### src/dcac_pkg.sv
package dcac_pkg;

   // ****************************************************************
   // Widths and counts.
   // ****************************************************************
   localparam int          CNT_W           = 12;
   localparam logic [12:0] TOTAL_SAMPLES   = 13'h0800;
   // Preload so the 12-bit total counter carries out after the sample count.
   localparam logic [11:0] TOTAL_PRELOAD   = 12'h0800;
   localparam logic [11:0] CNT_RESET       = 12'h0000;
   // Cycles between comparator samples; equal for both branches.
   localparam logic [3:0]  SAMPLE_PERIOD   = 4'h4;
   localparam logic [3:0]  DIV_RESET       = 4'h0;

endpackage

### src/dcac_cnt_if.sv
`timescale 1ns/100ps

// Bundle between the sequencer and the counter pair.
interface dcac_cnt_if;
   logic                      clear;
   logic                      step;
   logic                      high;
   logic [dcac_pkg::CNT_W-1:0] high_cnt;
   logic                      wrap;

   modport ctrl (output clear, output step, output high, input high_cnt, input wrap);
   modport cnt  (input clear, input step, input high, output high_cnt, output wrap);
endinterface

### src/dcac_counters.sv
`timescale 1ns/100ps

// High-time and total counters; the total steps once per sample, the high-time counter only on high samples.
module dcac_counters
(
   input  wire logic sys_clk,
   input  wire logic rst_n,
   dcac_cnt_if.cnt   cif
);

   logic [dcac_pkg::CNT_W-1:0] high_r;
   logic [dcac_pkg::CNT_W-1:0] high_nxt;
   logic [dcac_pkg::CNT_W-1:0] total_r;
   logic [dcac_pkg::CNT_W-1:0] total_nxt;
   logic                       wrap_nxt;
   logic [dcac_pkg::CNT_W:0]   high_sum;
   logic [dcac_pkg::CNT_W:0]   total_sum;

   // Add one with carry out; used by both counters.
   function automatic logic [dcac_pkg::CNT_W:0] inc(input logic [dcac_pkg::CNT_W-1:0] v);
      inc = {1'b0, v} + 13'h0001;
   endfunction

   // Incremented values with carry; only the total counter uses its carry.
   assign high_sum  = inc(high_r);
   assign total_sum = inc(total_r);

   // Next counts; the total counter steps on every sample regardless of branch.
   always_comb
   begin
      high_nxt  = high_r;
      total_nxt = total_r;
      wrap_nxt  = 1'b0;
      if (cif.clear)
      begin
         high_nxt  = dcac_pkg::CNT_RESET;
         total_nxt = dcac_pkg::TOTAL_PRELOAD;
      end
      else if (cif.step)
      begin
         if (cif.high)
            high_nxt = high_sum[dcac_pkg::CNT_W-1:0];
         {wrap_nxt, total_nxt} = total_sum;
      end
   end

   // Counter registers.
   always_ff @(posedge sys_clk or negedge rst_n)
   begin
      if (!rst_n)
      begin
         high_r  <= dcac_pkg::CNT_RESET;
         total_r <= dcac_pkg::CNT_RESET;
      end
      else
      begin
         high_r  <= high_nxt;
         total_r <= total_nxt;
      end
   end

   assign cif.high_cnt = high_r;
   assign cif.wrap     = wrap_nxt;
endmodule

### src/dcac_top.sv
`timescale 1ns/100ps

// Function
// - Keep a high-time counter and a total-sample counter.
// - Sample comparator at one fixed period, identical for both branches.
// - Window equals total sample count times the sample period.
// - Clear both counters before each conversion.
// - Preload total counter so it overflows after 2048 samples.
// - Input above capacitor: drive high and count high time.
// - Total counter steps every sample; overflow ends conversion, result presented.
// - Counters are 12-bit binary counters.
// - Drive output polarity can be inverted.
// - Counter increments kept short; one cycle in each branch.
module dcac_top
(
   input  wire logic                       sys_clk,
   input  wire logic                       nrst,
   input  wire logic                       start,
   input  wire logic                       invert_drive,
   input  wire logic                       comparator_sense_input,
   output logic                            drive_out,
   output logic                            busy,
   output logic                            done,
   output logic [dcac_pkg::CNT_W-1:0]      result
);

   typedef enum logic [1:0] {ST_IDLE, ST_CLEAR, ST_RUN} dcac_state_e;

   // ****************************************************************
   // Reset release and input synchroniser.
   // ****************************************************************
   logic       rst_a_r;
   logic       rst_n;
   logic [2:0] cmp_sync_r;
   logic       cmp_state_r;
   logic       cmp_state_nxt;

   // Reset enters asynchronously and is released two edges later.
   always_ff @(posedge sys_clk or negedge nrst)
   begin
      if (!nrst)
      begin
         rst_a_r <= 1'b0;
         rst_n   <= 1'b0;
      end
      else
      begin
         rst_a_r <= 1'b1;
         rst_n   <= rst_a_r;
      end
   end

   // The comparator level changes only once the last two stages agree.
   always_comb
   begin
      cmp_state_nxt = cmp_state_r;
      if (cmp_sync_r[1] == cmp_sync_r[2])
         cmp_state_nxt = cmp_sync_r[1];
   end

   // Three-stage sampling of the comparator pin.
   always_ff @(posedge sys_clk or negedge rst_n)
   begin
      if (!rst_n)
      begin
         cmp_sync_r  <= 3'h0;
         cmp_state_r <= 1'b0;
      end
      else
      begin
         cmp_sync_r  <= {cmp_sync_r[1:0], comparator_sense_input};
         cmp_state_r <= cmp_state_nxt;
      end
   end

   // ****************************************************************
   // Sequencer.
   // ****************************************************************
   dcac_cnt_if cif ();

   dcac_state_e                state_r;
   dcac_state_e                state_nxt;
   logic [3:0]                 div_r;
   logic [3:0]                 div_nxt;
   logic                       tick;
   logic                       level_r;
   logic                       level_nxt;
   logic                       done_r;
   logic                       done_nxt;
   logic [dcac_pkg::CNT_W-1:0] result_r;
   logic [dcac_pkg::CNT_W-1:0] result_nxt;

   // The sample enable fires every fixed period while running.
   assign tick = (state_r == ST_RUN) && (div_r == dcac_pkg::SAMPLE_PERIOD - 4'h1);

   // Next state; both comparator branches take the same single cycle.
   always_comb
   begin
      state_nxt  = state_r;
      div_nxt    = div_r;
      level_nxt  = level_r;
      done_nxt   = 1'b0;
      result_nxt = result_r;
      cif.clear  = 1'b0;
      cif.step   = 1'b0;
      cif.high   = 1'b0;
      case (state_r)
         ST_IDLE:
         begin
            if (start)
               state_nxt = ST_CLEAR;
         end
         ST_CLEAR:
         begin
            cif.clear = 1'b1;
            div_nxt   = dcac_pkg::DIV_RESET;
            state_nxt = ST_RUN;
         end
         ST_RUN:
         begin
            div_nxt = tick ? dcac_pkg::DIV_RESET : div_r + 4'h1;
            if (tick)
            begin
               cif.step  = 1'b1;
               cif.high  = cmp_state_r;
               level_nxt = cmp_state_r;
               if (cif.wrap)
               begin
                  state_nxt  = ST_IDLE;
                  done_nxt   = 1'b1;
                  result_nxt = cmp_state_r ? cif.high_cnt + 12'h001 : cif.high_cnt;
               end
            end
         end
         default:
         begin
            state_nxt = ST_IDLE;
         end
      endcase
   end

   // Sequencer registers.
   always_ff @(posedge sys_clk or negedge rst_n)
   begin
      if (!rst_n)
      begin
         state_r  <= ST_IDLE;
         div_r    <= dcac_pkg::DIV_RESET;
         level_r  <= 1'b0;
         done_r   <= 1'b0;
         result_r <= dcac_pkg::CNT_RESET;
      end
      else
      begin
         state_r  <= state_nxt;
         div_r    <= div_nxt;
         level_r  <= level_nxt;
         done_r   <= done_nxt;
         result_r <= result_nxt;
      end
   end

   dcac_counters u_counters
   (
      .sys_clk (sys_clk),
      .rst_n   (rst_n),
      .cif     (cif)
   );

   // ****************************************************************
   // Outputs.
   // ****************************************************************
   // Drive level, optionally inverted for an inverting buffer.
   assign drive_out = level_r ^ invert_drive;
   assign busy      = (state_r != ST_IDLE);
   assign done      = done_r;
   assign result    = result_r;

   // ****************************************************************
   // Window length monitor.
   // ****************************************************************
   // Helper count of busy cycles, so the whole window can be checked at
   // its end without a long repetition that the tools would unroll.
   logic [13:0] win_cnt_r;
   logic [13:0] win_cnt_nxt;

   // Restart on the clear cycle, then count every busy cycle.
   always_comb
   begin
      win_cnt_nxt = win_cnt_r;
      if (state_r == ST_CLEAR)
         win_cnt_nxt = 14'h0001;
      else if (busy)
         win_cnt_nxt = win_cnt_r + 14'h0001;
   end

   // Monitor register.
   always_ff @(posedge sys_clk or negedge rst_n)
   begin
      if (!rst_n)
         win_cnt_r <= 14'h0000;
      else
         win_cnt_r <= win_cnt_nxt;
   end
endmodule
### config.mk
export PLATFORM = sky130hd
export DESIGN_NAME = dcac_top
export DESIGN_NICKNAME = d
export VERILOG_FILES = /design/src/dcac_pkg.sv /design/src/dcac_cnt_if.sv /design/src/dcac_counters.sv /design/src/dcac_top.sv
export SDC_FILE = /design/constraint.sdc
export NUM_CORES = 1
export LEC_CHECK = 0
export ABC_AREA = 1
export BUFFER_PORTS_ARGS = -buffer_cell sky130_fd_sc_hd__buf_2
export CAP_MARGIN = 30
export CORE_ASPECT_RATIO = 0.8
export CORE_MARGIN = 5
export CORE_UTILIZATION = 42
export CTS_BUF_LIST = sky130_fd_sc_hd__clkbuf_4 sky130_fd_sc_hd__clkbuf_8 sky130_fd_sc_hd__clkbuf_16
export CTS_CLUSTER_SIZE = 30
export DETAILED_ROUTE_END_ITERATION = 6
export HOLD_SLACK_MARGIN = 0.1
export PLACE_DENSITY = 0.56
export SYNTH_ARGS = -nofsm -noshare
export SYNTH_HDL_FRONTEND = slang
export SYNTH_SLANG_ARGS = --single-unit
### constraint.sdc
create_clock -name sys_clk -period 3.63 [get_ports sys_clk]
set_clock_uncertainty 0.2 [all_clocks]
set_input_delay 0.363 -clock sys_clk [delete_from_list [all_inputs] [get_ports sys_clk]]
set_output_delay 0.363 -clock sys_clk [all_outputs]
set_load 0.01 [all_outputs]
## Yosys cells after proc, flatten, opt, wreduce, memory -nomap -nowiden

Index checks and enable logic that the tools add are counted.

- Bits in registers: 50
- Bits of input ports: 5
- Word-level logic and storage cells: 55
- Output and inout bits: 15

- Eq/ne operators: 7
- Reductions and logical operators: 10
- Add/subtract/negate cells: 4
- Multiplexer cells: 22
- Bitwise logic cells: 1

Operator list:

| cell | count |
|---|---|
| $mux W12 | 6 |
| $add A12 B1 Y12 const B | 2 |
| $add A12 B1 Y13 const B | 1 |
| $mux W1 | 10 |
| $pmux W4 S2 | 1 |
| $reduce_bool A2 Y1 | 4 |
| $mux W2 | 3 |
| $ne A2 B2 Y1 const B | 3 |
| $pmux W2 S3 | 1 |
| $reduce_and A3 Y1 | 2 |
| $add A4 B1 Y4 const B | 1 |
| $eq A4 B2 Y1 const B | 1 |
| $mux W4 | 1 |
| $reduce_and A2 Y1 | 2 |
| $eq A2 B1 Y1 const B | 1 |
| $eq A2 B2 Y1 const B | 1 |
| $logic_not A2 Y1 | 1 |
| $eq A1 B1 Y1 | 1 |
| $logic_and A1 B1 Y1 | 1 |
| $xor A1 B1 Y1 | 1 |

## Depth between registers and ports, before layout

- Word-level depth: 9
- Mapped depth: 10
- Mapped depth without buffers: 10

## By module

From an unflattened synthesis, not the netlist that was laid out.

- Cells, all modules: 325
- Area total of the unflattened synthesis: 2638.8 µm²

Modules (own cells, without submodules):

| module | times used | seq. area each (µm²) | area each (µm²) | cells an instance |
|---|---|---|---|---|
| dcac_top | 1 | 650.6 | 1358.8 | 149 |
| dcac_counters | 1 | 600.6 | 1280.0 | 176 |

## Worst setup path after synthesis

Ideal clock, no wire load.

- Path kind: register -> register
- Start: register state_r[1]
- End: register result_r, in the netlist result[0]
- Stages on the path, launching flop included: 10
- Arrival: 1.396 ns
- Data required time: 3.309 ns
- Buffers on the path: 1
- Library setup time: 0.121 ns
- Period minus slack after synthesis: 1.717 ns
- Path slack: 1.913 ns
- Path through: dfrtp_1 -> inv_1 -> ha_1 -> inv_2 -> nand3_1 -> nor2_2 -> nand3_4 -> buf_6 -> nor2_1 -> a21oi_1

- Longest elaborated chain between the ends: 7
- Elaborated cells between the ends (all ways): 9
- Those cells by class: 2 x eq/ne; 5 x mux; 2 x reduce/logical

Ends and longest elaborated chain:

| what | RTL line | source |
|---|---|---|
| start, declared | dcac_top.sv:81 | `dcac_state_e state_r;` |
| start signal, assigned | dcac_top.sv:155 | `state_r <= state_nxt;` |
| $eq A2 B2 Y1 | dcac_top.sv:94, dcac_top.sv:107 |  |
| $logic_and A1 B1 Y1 | dcac_top.sv:94 | `assign tick = (state_r == ST_RUN) && (div_r == dcac_pkg::SAMPLE_PERIOD - 4'h1);` |
| $mux W1 | dcac_top.sv:122 | `if (tick)` |
| $mux W1 | dcac_top.sv:107 | `case (state_r)` |
| $mux W1 | dcac_counters.sv:39 | `else if (cif.step)` |
| $mux W1 | dcac_counters.sv:34 | `if (cif.clear)` |
| $reduce_and A3 Y1 (no line) (*) | n/a |  |
| end signal, assigned | dcac_top.sv:151 | `result_r <= dcac_pkg::CNT_RESET;` |
| end signal, assigned | dcac_top.sv:159 | `result_r <= result_nxt;` |
| end, declared | dcac_top.sv:90 | `logic [dcac_pkg::CNT_W-1:0] result_r;` |

Mark *: on every way between the ends. The rest lies on a longest branch, timed or not.
A chain may end at the register's enable or synchronous reset.

## Final worst setup path

- Start: register state_r[0]
- End: register u_counters.high_r, in the netlist u_counters.cif.high_cnt[2]

- Longest elaborated chain between the ends: 6
- Elaborated cells between the ends (all ways): 12
- Those cells by class: 2 x eq/ne; 6 x mux; 4 x reduce/logical

Ends and longest elaborated chain:

| what | RTL line | source |
|---|---|---|
| $eq A2 B2 Y1 | dcac_top.sv:94, dcac_top.sv:107 |  |
| $logic_and A1 B1 Y1 | dcac_top.sv:94 |  |
| $mux W1 | dcac_top.sv:122 |  |
| $mux W1 | dcac_top.sv:107 |  |
| $reduce_bool A2 Y1 (no line) | n/a |  |
| $reduce_and A2 Y1 (no line) | n/a |  |
| end signal, assigned | dcac_counters.sv:52 | `high_r <= dcac_pkg::CNT_RESET;` |
| end signal, assigned | dcac_counters.sv:57 | `high_r <= high_nxt;` |
| end, declared | dcac_counters.sv:11 | `logic [dcac_pkg::CNT_W-1:0] high_r;` |

Several ways; a longest one is shown, not always the timed one.

==> impl_metrics.env <==
export IMPL_worst_setup_path_end_kind="flip-flop"
export IMPL_floorplan_initialDensity_pct=42.5
export IMPL_synthesized_area_um2=2680
export IMPL_ratio_of_routed_vias_to_standard_cells=4.85
export IMPL_clkLatencyLatePin_ps=310
export IMPL_tritoncts_num_buffers=5
export IMPL_maxCapViolCount=0
export IMPL_final_max_slew_viol_count=0
export IMPL_cts_tree="yes"
export IMPL_crit_type="reg -> reg"
export IMPL_synthesis_area_per_instance_um2=8.11
export IMPL_distinct_cells_synth=31
export IMPL_post_cts_resized_instances=0
export IMPL_finalCritPeriodShare_pct=61.8
export IMPL_critPathRequiredTime_ps=3660
export IMPL_via_count_of_the_first_global_routing_pass=1980
export IMPL_timing_final_hold_violations=0
export IMPL_slew_worst_pin_ps=946
export IMPL_arrival_ps=2270
export IMPL_cp_buffers_inverters=3
export IMPL_grt_start_max_net_pins=28
export IMPL_port_buffers=19
export IMPL_total_routed_length_um=5460
export IMPL_cts_hold_buf=4
export IMPL_first_pass_grt_wire_length_um=9610
export IMPL_yosysWarnings=0
export IMPL_cp_cell_sequence="inv_1, ha_1, nand3_4, inv_2, nand2_2, nor2_2, inv_1, o21ai_0"
export IMPL_run_status="finished clean"
export IMPL_postRouteAntennaNets=0
export IMPL_cts_root_to_sink_buffers=2
export IMPL_die_area_um2=8100
export IMPL_cts_clk_slew_worst_paths_ps=100
export IMPL_area_sequential_um2=1250
export IMPL_static_leakage_nw=1.47
export IMPL_root_buffer_selected_by_cts="clkbuf_8"
export IMPL_worst_path_slowest_cell="dfrtp_1"
export IMPL_drc_errors=0
export IMPL_achievable_frequency_ghz=0.446
export IMPL_fillers=618
export IMPL_drive_gt1_share_pct=14.4
export IMPL_fin_setup_tns_ps=0
export IMPL_crit_path_max_fanout=12
export IMPL_die_width_um=99.4
export IMPL_cell_family_contributing_the_most_delay_on_the_critical_path="simple AND/OR/NAND/NOR gates"
export IMPL_cts_post_setup_buffers_inserted=0
export IMPL_number_of_detailed_route_iterations_in_the_first_pass=4
export IMPL_rsz0062_at_grt="no"
export IMPL_multi_input_area_um2=1250
export IMPL_gr_usage_all_layers_pct=14.9
export IMPL_postSynthNetCount=344
export IMPL_detailedPlacementHpwl_um=3930
export IMPL_wl_per_cell_um=12.4
export IMPL_gr_total_overflow=0
export IMPL_hp_class="in -> async"
export IMPL_startpoint_type="flip-flop"
export IMPL_detail_route_iter0_violations=168
export IMPL_antenna_diode_count=0
export IMPL_max_slew_margin_pct=36.7
export IMPL_die_height_um=81.5
export IMPL_setup_violators_final=0
export IMPL_num_nets_final=367
export IMPL_pwr_density_cell_nw_per_um2=450
export IMPL_synth_yosys_seq_area_share_pct=46.6
export IMPL_place_congestion=0.823
export IMPL_num_rows=26
export IMPL_area_growth_pct=12.2
export IMPL_vias=2128
export IMPL_ys_ff_latch=50
export IMPL_htree_num_levels=2
export IMPL_grt_antenna_before_repair=0
export IMPL_fin_total_pwr_mw=1.35
export IMPL_cts_num_sinks=50
export IMPL_worst_ir_drop_vdd_v=0.000283
export IMPL_top_level_ports=20
export IMPL_critical_path_max_stage_delay_ps=430
export IMPL_most_frequent_cell_on_the_critical_path="inv_1"
export IMPL_synthesis_instances=331
export IMPL_design_core_area_um2=6310
export IMPL_layout_min_cycle_time_ps=2240
[final timing paths]
path | from | to | slack [ps] | depth (start not counted)
max | state_r[0] | u_counters.cif.high_cnt[2] | 1390 | 8
min | nrst | rst_n | 150 | 2
max reg2reg | state_r[0] | u_counters.cif.high_cnt[2] | 1390 | 8
min reg2reg | cmp_sync_r[0] | cmp_sync_r[1] | 150 | 0
max in group asynchronous | rst_n | u_counters.cif.high_cnt[5] | 1890 | 1
min in group sys_clk | cmp_sync_r[0] | cmp_sync_r[1] | 150 | 0
[power breakdown]
group / leakage [nW] / total (mW) / internal [mW] / switching [mW]
Sequential: 0.668 / 0.642 / 0.597 / 0.0450
Combinational: 0.738 / 0.288 / 0.0954 / 0.192
Clock: 0.0618 / 0.424 / 0.227 / 0.197
[logic make-up (layout without fill, tap and decap cells)]
group | Yosys count | count (layout) | synth area share, %
AO/OA/AOI/OAI | 35 | 35 | 6.67
XOR/XNOR | 9 | 9 | 2.94
adder cells (fa/ha/maj) | 9 | 9 | 4.10
buffers and inverters | 41 | 65 | 6.71
flip-flops | 50 | 50 | 46.6
other | 1 | 1 | 0.140
AND/OR/NAND/NOR | 186 | 186 | 32.8
[per-stage QoR]
step / worst slack (ps) / cells / util (%) / instance area, um^2 / hold slack (ps)
6_report: 1390 / 439 / 47.7 / 3010 / 148
5_1_grt: 1170 / 439 / 47.7 / 3010 / 138
4_1_cts: 1370 / 439 / 47.7 / 3010 / 145
3_5_place_dp: 1420 / 427 / 45.2 / 2850 / -51.1
3_3_place_gp: 1420 / 426 / 44.8 / 2830 / -50.2
2_1_floorplan: 1910 / 331 / - / 2680 / -133
[layer usage]
metal | up-vias | GRT usage, % | part of all wire, %
li1 | 1099 | - | -
met1 | 975 | 22.8 | 55
met2 | 52 | 20.8 | 40
met3 | 2 | 3.57 | 4.9
met4 | 0 | 3.68 | 0.57
met5 | - | 0 | 0
[area by class of cell]
cell class / count / share of cell area, %
sequential: 50 / 41.6
multi-input combinational: 240 / 41.6
timing repair buffer: 24 / 5.15
inverter: 33 / 4.15
tap: 84 / 3.49
clock buffer: 6 / 2.74
clock inverter: 2 / 1.29
[sequential cells by signal, summed over array words and instances (netlist names)]
name / flops
result: 12
u_counters.cif.high_cnt: 12
u_counters.total_r: 12
div_r: 4
cmp_sync_r: 3
state_r: 2
cmp_state_r: 1
done: 1
level_r: 1
rst_a_r: 1
rst_n: 1
[Yosys cell counts (all sizes together)]
cell type    n  area share (%)
nand2      103              15
dfrtp       50              47
nor2        39             7.6
inv         32             4.5
nand3       27             6.0
o21ai       27             5.0
ha           8             3.7
nand4        8             2.4
nor3         8             1.9
xor2         7             2.3
a21oi        6             1.1
buf          6             1.8
clkbuf       2            0.28
xnor2        2            0.65
clkinv       1            0.19
conb         1            0.14
maj3         1            0.37
o21a         1            0.28
o22ai        1            0.23
or2          1            0.23
[cells in the final DEF, fill, tap and decap left out, types with 6 or more instances in the layout]
master	netlist	routed
nand4_1	7	7
nor3_1	6	6
o21ai_1	9	9
xor2_1	7	7
o21ai_0	18	18
nand3_1	25	25
dfrtp_1	50	49
a21oi_1	6	6
nor2_1	30	30
ha_1	8	8
nand2_1	99	99
clkbuf_8	0	6
inv_1	30	30
buf_2	2	19
Power figures use the tool's default switching activity.
